**src/hdl/hlcf_pkg.sv**
```systemverilog
// Constants and carrier types for the host link command frame layer.
// Assumes a single 100 MHz core clock and an APB master with 8-bit addresses.
package hlcf_pkg;

  // ------------------------------------------------------------------
  // Register map
  // ------------------------------------------------------------------
  localparam logic [7:0] ADR_LINK_SET  = 8'h00;
  localparam logic [7:0] ADR_STATUS    = 8'h04;
  localparam logic [7:0] ADR_FAULTS    = 8'h08;
  localparam logic [7:0] ADR_RST_TH    = 8'h0C;
  localparam logic [7:0] ADR_TMO       = 8'h10;

  // link_settings_register fields
  localparam int SET_BAUD_LSB  = 0;
  localparam int SET_TXEN      = 2;
  localparam int SET_STACK     = 3;
  localparam int SET_DIRSEL    = 4;
  localparam int SET_TMOEN     = 5;
  localparam int SET_DEV_LSB   = 8;

  // host_link_fault_flags fields
  localparam int FLT_STOP      = 0;
  localparam int FLT_RSTSEEN   = 1;
  localparam int FLT_INVALID_REQUEST_ERROR      = 2;
  localparam int FLT_WAIT      = 3;
  localparam int FLT_CRC       = 4;
  localparam int FLT_TMO       = 5;
  localparam int FLT_W         = 6;

  // Reset values
  localparam logic [31:0] LINK_SET_RST = 32'h0000_0005;
  localparam logic [15:0] RST_TH_RST   = 16'h0C80;
  localparam logic [15:0] TMO_RST      = 16'h0800;
  localparam logic [1:0]  BAUD_FALLBK  = 2'b01;

  // ------------------------------------------------------------------
  // Timing
  // ------------------------------------------------------------------
  localparam int CLK_HZ = 100_000_000;
  localparam int OVS    = 16;
  localparam logic [5:0] DIV_125K = 6'(CLK_HZ / (OVS * 125_000));
  localparam logic [5:0] DIV_250K = 6'(CLK_HZ / (OVS * 250_000));
  localparam logic [5:0] DIV_500K = 6'(CLK_HZ / (OVS * 500_000));
  localparam logic [5:0] DIV_1M   = 6'(CLK_HZ / (OVS * 1_000_000));

  // ------------------------------------------------------------------
  // Frame format
  // ------------------------------------------------------------------
  localparam logic [15:0] CRC_INIT = 16'hFFFF;
  localparam logic [15:0] CRC_POLY = 16'hA001;

  typedef enum logic [2:0] {
    RQ_SRD = 3'b000, RQ_SWR = 3'b001, RQ_KRD = 3'b010, RQ_KWR = 3'b011,
    RQ_BRD = 3'b100, RQ_BWR = 3'b101, RQ_RWR = 3'b110, RQ_RSV = 3'b111
  } hlcf_rq_t;

  typedef struct packed {
    logic        psel;
    logic        penable;
    logic        pwrite;
    logic [7:0]  paddr;
    logic [31:0] pwdata;
  } hlcf_apb_req_t;

  typedef struct packed {
    hlcf_rq_t    kind;
    logic [5:0]  dev_adr;
    logic [15:0] reg_adr;
    logic [3:0]  nbytes;
    logic [63:0] data;
    logic        rev_dir;
  } hlcf_cmd_t;

endpackage : hlcf_pkg

```
**src/hdl/hlcf_core.sv**
```systemverilog
// Host link command frame layer: link reset, frame decode, CRC, faults.
// Assumes a byte receiver on the same clock and an APB master on the bus.
//
// The register addresses and the APB register port were chosen for this implementation.
`timescale 1ns/1ps
module hlcf_core (
  // Clock and reset
  input  wire logic                   i_core_clk,
  input  wire logic                   i_rst,
  // APB slave
  input  wire hlcf_pkg::hlcf_apb_req_t i_apb,
  output logic [31:0]                 o_prdata,
  output logic                        o_pready,
  output logic                        o_pslverr,
  // Host RX pin and received bytes
  input  wire logic                   i_rx_pin,
  input  wire logic                   i_rx_valid,
  input  wire logic [7:0]             i_rx_byte,
  input  wire logic                   i_rx_stop_err,
  // Response transmit side
  input  wire logic                   i_resp_done,
  output logic                        o_resp_pending,
  output logic                        o_tx_permit,
  // Decoded commands
  output logic                        o_cmd_valid,
  output hlcf_pkg::hlcf_cmd_t         o_cmd,
  // Link control
  output logic [1:0]                  o_baud_sel,
  output logic                        o_ovs_tick,
  output logic                        o_send_wake,
  output logic                        o_send_clear,
  output logic                        o_stack_pass_en
);

  // ------------------------------------------------------------------
  // Frame states
  // ------------------------------------------------------------------
  typedef enum logic [6:0] {
    ST_INIT = 7'b000_0001, ST_ADR  = 7'b000_0010, ST_REGH = 7'b000_0100,
    ST_REGL = 7'b000_1000, ST_DATA = 7'b001_0000, ST_CRCH = 7'b010_0000,
    ST_CRCL = 7'b100_0000
  } hlcf_st_t;

  logic [31:0]        set_r;
  logic [15:0]        rst_th_r;
  logic [15:0]        tmo_r;
  logic [hlcf_pkg::FLT_W-1:0] flt_r;
  logic [hlcf_pkg::FLT_W-1:0] flt_set;
  logic [hlcf_pkg::FLT_W-1:0] flt_clr;
  logic               fallbk_r;
  logic [1:0]         rx_sync_r;
  logic [5:0]         tick_cnt_r;
  logic [5:0]         tick_div;
  logic               tick;
  logic [15:0]        low_cnt_r;
  logic               lr_pulse;
  logic               lr_long;
  hlcf_st_t           st_r;
  hlcf_pkg::hlcf_rq_t rq_r;
  logic [2:0]         dsz_r;
  logic [2:0]         dcnt_r;
  logic               inv_r;
  logic [5:0]         adr_r;
  logic [15:0]        reg_r;
  logic [7:0]         dat_r [0:7];
  logic [15:0]        crc_r;
  logic [15:0]        crc_fin;
  logic [15:0]        tmo_cnt_r;
  logic               tmo_hit;
  logic               end_ok;
  logic               acts;
  logic               is_read;
  logic               grp_rd_r;
  logic               resp_pend_r;
  logic               wr_acc;
  logic               rd_setup;
  logic               mapped;
  logic [63:0]        dat_flat;
  logic [2:0]         init_rq;

  function automatic logic [15:0] crc_upd(input logic [15:0] c,
                                          input logic [7:0]  b);
    logic [15:0] x;
    x = c ^ {8'h00, b};
    for (int i = 0; i < 8; i++) begin
      x = x[0] ? ((x >> 1) ^ hlcf_pkg::CRC_POLY) : (x >> 1);
    end
    return x;
  endfunction : crc_upd

  // ------------------------------------------------------------------
  // APB slave, zero wait states
  // ------------------------------------------------------------------
  assign mapped   = (i_apb.paddr == hlcf_pkg::ADR_LINK_SET) ||
                    (i_apb.paddr == hlcf_pkg::ADR_STATUS)   ||
                    (i_apb.paddr == hlcf_pkg::ADR_FAULTS)   ||
                    (i_apb.paddr == hlcf_pkg::ADR_RST_TH)   ||
                    (i_apb.paddr == hlcf_pkg::ADR_TMO);
  assign o_pready  = i_apb.psel & i_apb.penable;
  assign o_pslverr = o_pready & ~mapped;
  assign wr_acc    = o_pready & i_apb.pwrite & mapped;
  assign rd_setup  = i_apb.psel & ~i_apb.penable & ~i_apb.pwrite;

  // Read data captured in setup so the access phase sees a flop
  always_ff @(posedge i_core_clk or posedge i_rst) begin
    if (i_rst) begin
      o_prdata <= 32'h0000_0000;
    end else if (rd_setup) begin
      unique case (i_apb.paddr)
        hlcf_pkg::ADR_LINK_SET: o_prdata <= set_r;
        hlcf_pkg::ADR_STATUS:   o_prdata <= {21'h00_0000, st_r,
                                             resp_pend_r, fallbk_r,
                                             o_baud_sel};
        hlcf_pkg::ADR_FAULTS:   o_prdata <= {26'h000_0000, flt_r};
        hlcf_pkg::ADR_RST_TH:   o_prdata <= {16'h0000, rst_th_r};
        hlcf_pkg::ADR_TMO:      o_prdata <= {16'h0000, tmo_r};
        default:                o_prdata <= 32'h0000_0000;
      endcase
    end
  end

  always_ff @(posedge i_core_clk or posedge i_rst) begin
    if (i_rst) begin
      set_r    <= hlcf_pkg::LINK_SET_RST;
      rst_th_r <= hlcf_pkg::RST_TH_RST;
      tmo_r    <= hlcf_pkg::TMO_RST;
    end else if (wr_acc) begin
      if (i_apb.paddr == hlcf_pkg::ADR_LINK_SET) begin
        set_r <= {18'h0_0000, i_apb.pwdata[13:8], 2'b00, i_apb.pwdata[5:0]};
      end
      if (i_apb.paddr == hlcf_pkg::ADR_RST_TH) begin
        rst_th_r <= i_apb.pwdata[15:0];
      end
      if (i_apb.paddr == hlcf_pkg::ADR_TMO) begin
        tmo_r <= i_apb.pwdata[15:0];
      end
    end
  end

  // ------------------------------------------------------------------
  // Baud in use and oversampling tick
  // ------------------------------------------------------------------
  // Fallback holds until software rewrites the settings register
  always_ff @(posedge i_core_clk or posedge i_rst) begin
    if (i_rst) begin
      fallbk_r <= 1'b0;
    end else if (lr_pulse) begin
      fallbk_r <= 1'b1;
    end else if (wr_acc && i_apb.paddr == hlcf_pkg::ADR_LINK_SET) begin
      fallbk_r <= 1'b0;
    end
  end

  assign o_baud_sel = fallbk_r ? hlcf_pkg::BAUD_FALLBK
                               : set_r[hlcf_pkg::SET_BAUD_LSB +: 2];

  always_comb begin
    unique case (o_baud_sel)
      2'b00:   tick_div = hlcf_pkg::DIV_125K;
      2'b01:   tick_div = hlcf_pkg::DIV_250K;
      2'b10:   tick_div = hlcf_pkg::DIV_500K;
      default: tick_div = hlcf_pkg::DIV_1M;
    endcase
  end

  always_ff @(posedge i_core_clk or posedge i_rst) begin
    if (i_rst) begin
      tick_cnt_r <= 6'h00;
    end else if (tick) begin
      tick_cnt_r <= 6'h00;
    end else begin
      tick_cnt_r <= tick_cnt_r + 6'h01;
    end
  end

  assign tick       = (tick_cnt_r >= tick_div - 6'h01);
  assign o_ovs_tick = tick;

  // ------------------------------------------------------------------
  // Link reset detection
  // ------------------------------------------------------------------
  // Pin is asynchronous; only the second stage is looked at
  always_ff @(posedge i_core_clk or posedge i_rst) begin
    if (i_rst) begin
      rx_sync_r <= 2'b11;
    end else begin
      rx_sync_r <= {rx_sync_r[0], i_rx_pin};
    end
  end

  // Counts ticks, not bytes, so framing state cannot hide a long low
  always_ff @(posedge i_core_clk or posedge i_rst) begin
    if (i_rst) begin
      low_cnt_r <= 16'h0000;
    end else if (rx_sync_r[1]) begin
      low_cnt_r <= 16'h0000;
    end else if (tick && low_cnt_r != 16'hFFFF) begin
      low_cnt_r <= low_cnt_r + 16'h0001;
    end
  end

  assign lr_pulse = tick & ~rx_sync_r[1] &
                    (low_cnt_r == rst_th_r - 16'h0001);
  assign lr_long  = tick & ~rx_sync_r[1] & (low_cnt_r == rst_th_r);

  always_ff @(posedge i_core_clk or posedge i_rst) begin
    if (i_rst) begin
      o_send_wake  <= 1'b0;
      o_send_clear <= 1'b0;
    end else begin
      o_send_wake  <= lr_long;
      o_send_clear <= lr_long;
    end
  end

  // Link reset never gates stack traffic toward the host
  assign o_stack_pass_en = 1'b1;

  // ------------------------------------------------------------------
  // Fault flags: set wins over a write-one clear
  // ------------------------------------------------------------------
  always_comb begin
    flt_set = '0;
    flt_set[hlcf_pkg::FLT_STOP]    = i_rx_stop_err | lr_pulse;
    flt_set[hlcf_pkg::FLT_RSTSEEN] = lr_pulse;
    flt_set[hlcf_pkg::FLT_INVALID_REQUEST_ERROR]    = i_rx_valid & (st_r == ST_INIT) &
                                     i_rx_byte[7] &
                                     (i_rx_byte[6:4] == 3'b111);
    flt_set[hlcf_pkg::FLT_WAIT]    = lr_pulse & resp_pend_r & grp_rd_r;
    flt_set[hlcf_pkg::FLT_CRC]     = i_rx_valid & (st_r == ST_CRCL) &
                                     (crc_fin != 16'h0000);
    flt_set[hlcf_pkg::FLT_TMO]     = tmo_hit;
    flt_clr = (wr_acc && i_apb.paddr == hlcf_pkg::ADR_FAULTS)
              ? i_apb.pwdata[hlcf_pkg::FLT_W-1:0] : '0;
  end

  always_ff @(posedge i_core_clk or posedge i_rst) begin
    if (i_rst) begin
      flt_r <= '0;
    end else begin
      flt_r <= (flt_r & ~flt_clr) | flt_set;
    end
  end

  // ------------------------------------------------------------------
  // Frame receiver
  // ------------------------------------------------------------------
  assign init_rq = i_rx_byte[6:4];
  assign crc_fin = crc_upd(crc_r, i_rx_byte);
  assign end_ok  = i_rx_valid & (st_r == ST_CRCL) &
                   (crc_fin == 16'h0000) & ~inv_r;
  assign tmo_hit = set_r[hlcf_pkg::SET_TMOEN] & (st_r != ST_INIT) &
                   ~i_rx_valid & tick & (tmo_cnt_r >= tmo_r);

  always_ff @(posedge i_core_clk or posedge i_rst) begin
    if (i_rst) begin
      st_r  <= ST_INIT;
      rq_r  <= hlcf_pkg::RQ_SRD;
      dsz_r <= 3'h0;
      dcnt_r <= 3'h0;
      inv_r <= 1'b0;
      adr_r <= 6'h00;
      reg_r <= 16'h0000;
      crc_r <= hlcf_pkg::CRC_INIT;
    end else if (lr_pulse || tmo_hit) begin
      st_r <= ST_INIT;
    end else if (i_rx_valid) begin
      crc_r <= crc_fin;
      unique case (st_r)
        ST_INIT: begin
          crc_r <= crc_upd(hlcf_pkg::CRC_INIT, i_rx_byte);
          if (i_rx_byte[7]) begin
            rq_r   <= hlcf_pkg::hlcf_rq_t'(init_rq);
            dsz_r  <= i_rx_byte[2:0];
            dcnt_r <= 3'h0;
            inv_r  <= (init_rq == 3'b111);
            // Group commands carry no address byte
            st_r   <= (init_rq == 3'b000 || init_rq == 3'b001)
                      ? ST_ADR : ST_REGH;
          end
        end
        ST_ADR:  begin
          adr_r <= i_rx_byte[5:0];
          st_r  <= ST_REGH;
        end
        ST_REGH: begin
          reg_r[15:8] <= i_rx_byte;
          st_r        <= ST_REGL;
        end
        ST_REGL: begin
          reg_r[7:0] <= i_rx_byte;
          st_r       <= ST_DATA;
        end
        ST_DATA: begin
          dcnt_r <= dcnt_r + 3'h1;
          if (dcnt_r == dsz_r) begin
            st_r <= ST_CRCH;
          end
        end
        ST_CRCH: st_r <= ST_CRCL;
        ST_CRCL: st_r <= ST_INIT;
        default: st_r <= ST_INIT;
      endcase
    end
  end

  always_ff @(posedge i_core_clk) begin
    if (i_rx_valid && st_r == ST_DATA) begin
      dat_r[dcnt_r] <= i_rx_byte;
    end
  end

  always_ff @(posedge i_core_clk or posedge i_rst) begin
    if (i_rst) begin
      tmo_cnt_r <= 16'h0000;
    end else if (i_rx_valid || st_r == ST_INIT) begin
      tmo_cnt_r <= 16'h0000;
    end else if (tick && tmo_cnt_r != 16'hFFFF) begin
      tmo_cnt_r <= tmo_cnt_r + 16'h0001;
    end
  end

  // ------------------------------------------------------------------
  // Command acceptance
  // ------------------------------------------------------------------
  always_comb begin
    unique case (rq_r)
      hlcf_pkg::RQ_SRD, hlcf_pkg::RQ_SWR:
        acts = (adr_r == set_r[hlcf_pkg::SET_DEV_LSB +: 6]);
      hlcf_pkg::RQ_KRD, hlcf_pkg::RQ_KWR:
        acts = set_r[hlcf_pkg::SET_STACK];
      hlcf_pkg::RQ_RSV:
        acts = 1'b0;
      default:
        acts = 1'b1;
    endcase
    dat_flat = '0;
    for (int i = 0; i < 8; i++) begin
      dat_flat[8*i +: 8] = dat_r[i];
    end
  end

  assign is_read = (rq_r == hlcf_pkg::RQ_SRD) || (rq_r == hlcf_pkg::RQ_KRD) ||
                   (rq_r == hlcf_pkg::RQ_BRD);

  always_ff @(posedge i_core_clk or posedge i_rst) begin
    if (i_rst) begin
      o_cmd_valid <= 1'b0;
      o_cmd       <= '0;
    end else begin
      o_cmd_valid <= end_ok & acts;
      if (end_ok && acts) begin
        o_cmd.kind    <= rq_r;
        o_cmd.dev_adr <= adr_r;
        o_cmd.reg_adr <= reg_r;
        o_cmd.nbytes  <= {1'b0, dsz_r} + 4'h1;
        o_cmd.data    <= dat_flat;
        o_cmd.rev_dir <= set_r[hlcf_pkg::SET_DIRSEL] ^
                         (rq_r == hlcf_pkg::RQ_RWR);
      end
    end
  end

  // Held until the transmitter reports the answer sent, or until a link reset drops an owed group read
  always_ff @(posedge i_core_clk or posedge i_rst) begin
    if (i_rst) begin
      resp_pend_r <= 1'b0;
      grp_rd_r    <= 1'b0;
    end else if (lr_pulse && resp_pend_r && grp_rd_r) begin
      resp_pend_r <= 1'b0;
    end else if (end_ok && acts && is_read) begin
      resp_pend_r <= 1'b1;
      grp_rd_r    <= (rq_r != hlcf_pkg::RQ_SRD);
    end else if (i_resp_done) begin
      resp_pend_r <= 1'b0;
    end
  end

  assign o_resp_pending = resp_pend_r;
  assign o_tx_permit    = resp_pend_r & set_r[hlcf_pkg::SET_TXEN];
endmodule : hlcf_core

```
**config.mk**
```make
export PLATFORM = sky130hd
export DESIGN_NAME = hlcf_core
export DESIGN_NICKNAME = d
export VERILOG_FILES = /design/src/hdl/hlcf_pkg.sv /design/src/hdl/hlcf_core.sv
export SDC_FILE = /design/constraint.sdc
export NUM_CORES = 1
export LEC_CHECK = 0
export BUFFER_PORTS_ARGS = -buffer_cell sky130_fd_sc_hd__buf_2
export CAP_MARGIN = 20
export CORE_MARGIN = 5
export CORE_UTILIZATION = 50
export DETAILED_ROUTE_END_ITERATION = 6
export PLACE_DENSITY = 0.71
export RECOVER_POWER = 25
export SETUP_SLACK_MARGIN = 0.15
export SYNTH_ARGS = -nofsm -noshare
export SYNTH_HDL_FRONTEND = slang
export SYNTH_SLANG_ARGS = --single-unit
```
**constraint.sdc**
```tcl
create_clock -name i_core_clk -period 12.5 [get_ports i_core_clk]
set_input_delay 2.5 -clock i_core_clk [delete_from_list [all_inputs] [get_ports i_core_clk]]
set_output_delay 2.5 -clock i_core_clk [all_outputs]
set_load 0.01 [all_outputs]
```
==> metrics list <==
* Share of the synthesized area in compound gates (AO/OA/AOI/OAI): under 10%
* Setup crit end kind: flop
* Routed Wire Length: approximately 36,000 um
* Fin Clk Skew: ~0.013 ns
- Top-level port count: just under 200
* Main combinational cell family by area after synthesis: multiplexers
* Accumulated negative setup slack: 0 ns
* Worst flop-to-flop path startpoint: crc_r[1]$_DFFE_PP1P_
- In this run, distinct cell masters in the synthesized netlist total 67.
- Clock-pin transition on the worst setup and hold timing paths: ~0.06 ns
- The final layout contains roughly 1,500 nets.
- Hold Crit Endpoint: rx_sync_r[1]$_DFF_PP1_
- Hold Path Class: reg2reg
- In this run the standard cell core region covers 29,700 um^2.
- The first global-routing pass estimated between 50,000 and 60,000 um of wire.
- Summed over all nets, the switching power comes to roughly 0.89 mW.
* Non-filler cells, final: 1,800
- DRC violation count after routing: 0
- STA classifies the critical path startpoint as an input pin.
- For this design, the CTS-stage hold fixing added 0 buffers.
* Port Buffers: 160
- Static Leak: between 8 and 9 nW
* Effective utilization at floorplan: roughly half
- The share of the Yosys chip area taken by registers is roughly 56%.
- Once detail routing completed, the nets flagged for antenna violations numbered 0.
- Along the worst path, the maximum fanout reaches 58.
- The share of total power dissipated in the clock network is about a third.
* Number of warnings printed during yosys synthesis: 0
* Destination of the worst register-to-register timing path: o_cmd[15]$_DFFE_PP0P_
- From left edge to right edge, the die measures 184 um.
* Global routing usage summed across all routing layers: a little over a fifth
- In this run the power density over the cells is 175 nW/um^2.
* Most used flip-flop cell after synthesis: sky130_fd_sc_hd__dfrtp_1
- The final hold violation count was 0.
* Post-Synth XOR/XNOR Area: between 6 and 7%
- Static timing analysis puts the maximum clock frequency at between 100 and 150 MHz.
- Global routing finished with a remaining overflow of 0.
- Gate count after technology mapping: between 1,000 and 1,500
- Wirelength per Cell: just under 20 um
- The number of setup buffers added after CTS is 0.
- Worst slack on hold paths: about 0.36 ns
- The number of placed instances, taps included, is between 1,500 and 2,000.
* Share of cell area taken by muxes after synthesis: about an eighth
* Clock tree from TritonCTS: built
* Post-synth EDFFs: 64
- Row count: 63
- The library cell used most frequently in the layout, excluding fill and tap cells, is sky130_fd_sc_hd__dfrtp_1.
- Internal cell power: between 2 and 2.5 mW
- Cell seen most often among critical-path stages: sky130_fd_sc_hd__xor2_1
* Setup-violating endpoint count in the final report: 0
* CTS Root Cell: sky130_fd_sc_hd__clkbuf_16
- Of the total synthesized cell area, the portion taken by full adders, half adders and majority gates is under 10%.
* Tightest Pin Transition: 5.59 ns
- Clock tree synthesis inserted a total of 35 buffers.
- Pre-CTS setup slack: approximately 5.3 ns
* Total vias in the final route: slightly above 10,000
- Net switching is 29.3% of the power.
* Detailed Routing Iterations Pass 1: 7
- The worst setup path is of the in2reg kind.
- In this run, the combinational gates consume 22.6% of the power.
* Share of flip-flops with an asynchronous set or reset: 80.2%
- Area fraction in and, or, nand and nor cells after synthesis: about a tenth
- First-iteration detailed-routing DRC count: 741
* Reg2reg setup slack: between 7 and 8 ns
- CTS saw approximately 320 sinks.
* Final worst slack: 5.28 ns
- Critical path required time: about 13 ns
- Maximum resistive drop on vdd: around 160 uV
- Final min period: just over 7 ns
- Along the worst hold path, the cell count comes to 0.
- Total Die Area: between 30,000 and 40,000 um^2
* Vias in the first global route: between 10,000 and 15,000
* Vias per Instance: approximately 5.6
* Start point of the worst hold path: rx_sync_r[0]$_DFF_PP1_
* Violated checks: max-capacitance violations, max-slew violations
* Detailed Place HPWL: between 20,000 and 25,000 um
- Source-to-sink clock delay at the later pin of the worst-skew pair: ~0.52 ns
- Critical path's slowest cell: sky130_fd_sc_hd__clkbuf_1
- Final slew viol count: 127
- The signal on the critical path passes through clkbuf_1 > xor2_1 > xor2_1 > xnor3_1 > xnor2_1 > ha_1 > or4b_2 > nor3_1 > nand3_1 > or4_1 > nor3_2 > buf_4 > mux2_2.
- Setup repair after global routing left no endpoint under its margin.
- Critical path's top delay family: buffers and inverters
- The number of cells on the worst reg-to-reg path is 12.
- Max cap viols: 1
- Of the available clock period, the critical path in the final layout requires between 50 and 60%.
- The die is ~180 um tall.
- For the worst setup path, the data arrival time is around 7.6 ns.
* Final weighted congestion in routability-driven placement: between 0.8 and 0.9
- The initial antenna violation count is 3.
- The clock tree synthesis step divided the H-tree into 2 levels.
- No sink is reached through more buffers than the 3 on the longest clock path.
- Buffers plus inverters on the worst setup path: 2
- Syn Area/Cell: ~12 um^2
- The layout has ~2,400 filler cells.
* Relative slew slack: -275%
- Pin count of the biggest net entering global routing: approximately 130
- Of the cells placed in the final design, the portion with a size suffix greater than 1 is between 30% and 40%.
* Longest individual stage delay on the worst path: ~0.9 ns
- Registers are responsible for a little over two fifths of the overall power.
- Area growth from synthesis to final layout: 14.6%
- The run finished, with violations left.
* Most frequent cells in the layout: sky130_fd_sc_hd__dfrtp_1, sky130_fd_sc_hd__mux2_2, sky130_fd_sc_hd__buf_2, sky130_fd_sc_hd__nor2_1, sky130_fd_sc_hd__xnor2_1
- Register bit total from synthesis: around 320
- Synth Cell Area: roughly 15,000 um^2
- Resized cells post-CTS: 0
-- worst max path at each step --
stage,from,to,slack [ns],cells after the start
3_3_place_gp,i_rx_byte[0],o_cmd[50]$_DFFE_PP0P_,5.34,13
4_1_cts,i_rx_byte[0],o_cmd[7]$_DFFE_PP0P_,5.79,13
6_report,i_rx_byte[0],o_cmd[15]$_DFFE_PP0P_,5.28,13
2_1_floorplan,i_rst,adr_r[0]$_DFFE_PP0P_,2.89,1
3_5_place_dp,i_rx_byte[0],o_cmd[20]$_DFFE_PP0P_,5.27,13
5_1_grt,i_rx_byte[1],o_cmd[7]$_DFFE_PP0P_,4.95,13
-- cell families after synthesis --
kind of cell / after synthesis
flops: 324
simple gates: 312
mux: 173
compound gates: 150
buf+inv: 137
xor+xnor: 103
fa+ha+maj: 35
other cells: 2
-- power by group through the flow --
stage	clock network, mW	logic (mW)	registers (mW)
finish	1.03	0.685	1.31
global route	1.10	0.764	1.32
CTS	1.05	0.694	1.31
detailed placement	0	0.688	1.33
global placement	0	0.670	1.32
floorplan	0	0.556	1.30
-- worst register-to-register path: cells and delay by family (launching register included) --
kind,cells,cell delay (ns)
adder cells (fa/ha/maj),1,0.18
XOR/XNOR,4,1.00
AND/OR/NAND/NOR,5,1.53
multiplexers,1,0.45
flip-flops,1,0.58
buffers and inverters,1,0.66
-- synth_stat cells (all sizes together) (35+ instances only) --
| cell | instances | share of area (%) |
|---|---|---|
| xor2 | 36 | 2.1 |
| xnor2 | 66 | 3.8 |
| nand2 | 63 | 1.6 |
| edfxtp | 64 | 13 |
| clkbuf | 40 | 1.0 |
| dfrtp | 235 | 39 |
| inv | 57 | 1.4 |
| buf | 40 | 1.7 |
| o21ai | 40 | 1.4 |
| mux2 | 159 | 12 |
| nor2 | 84 | 2.1 |
| ha | 35 | 2.9 |
-- metrics by stage --
stage,utilization [%],instance area [um^2],power (mW)
2_1_floorplan,-,15100,1.85
3_3_place_gp,54.2,16100,1.99
3_5_place_dp,54.2,16100,2.01
4_1_cts,58.1,17300,3.05
5_1_grt,58.1,17300,3.18
6_report,58.1,17300,3.03
-- final cells by class --
class                      instances  area (um^2)  area share [%]
inverter                          57          215            1.25
multi-input combinational        790         6040            35.0
tap                              390          488            2.83
sequential                       324         8460            49.0
timing repair buffer             174          897            5.20
clock inverter                    15          191            1.11
clock buffer                      49          968            5.61
antenna                            1         2.50          0.0145
-- metal layers --
| metal | global-route usage [%] | vias up | share of wire (%) |
|---|---|---|---|
| li1 | - | 4628 | - |
| met1 | 30.6 | 5094 | 46 |
| met2 | 33.2 | 302 | 46 |
| met3 | 3.64 | 65 | 5.8 |
| met4 | 5.30 | 2 | 2.3 |
| met5 | 0 | - | 0.056 |
-- sequential cells by signal, indices dropped and copies added (netlist names), 2 cells and up --
| signal | count |
|---|---|
| tick_cnt_r | 6 |
| rst_th_r | 16 |
| rq_r | 3 |
| reg_r | 16 |
| low_cnt_r | 16 |
| tmo_r | 16 |
| tmo_cnt_r | 16 |
| rx_sync_r | 2 |
| st_r | 7 |
| dat_r | 64 |
| flt_r | 6 |
| set_r | 12 |
| crc_r | 16 |
| o_prdata | 16 |
| o_cmd | 94 |
| dcnt_r | 3 |
| dsz_r | 3 |
| adr_r | 6 |
(Power assumes the default switching activity.)
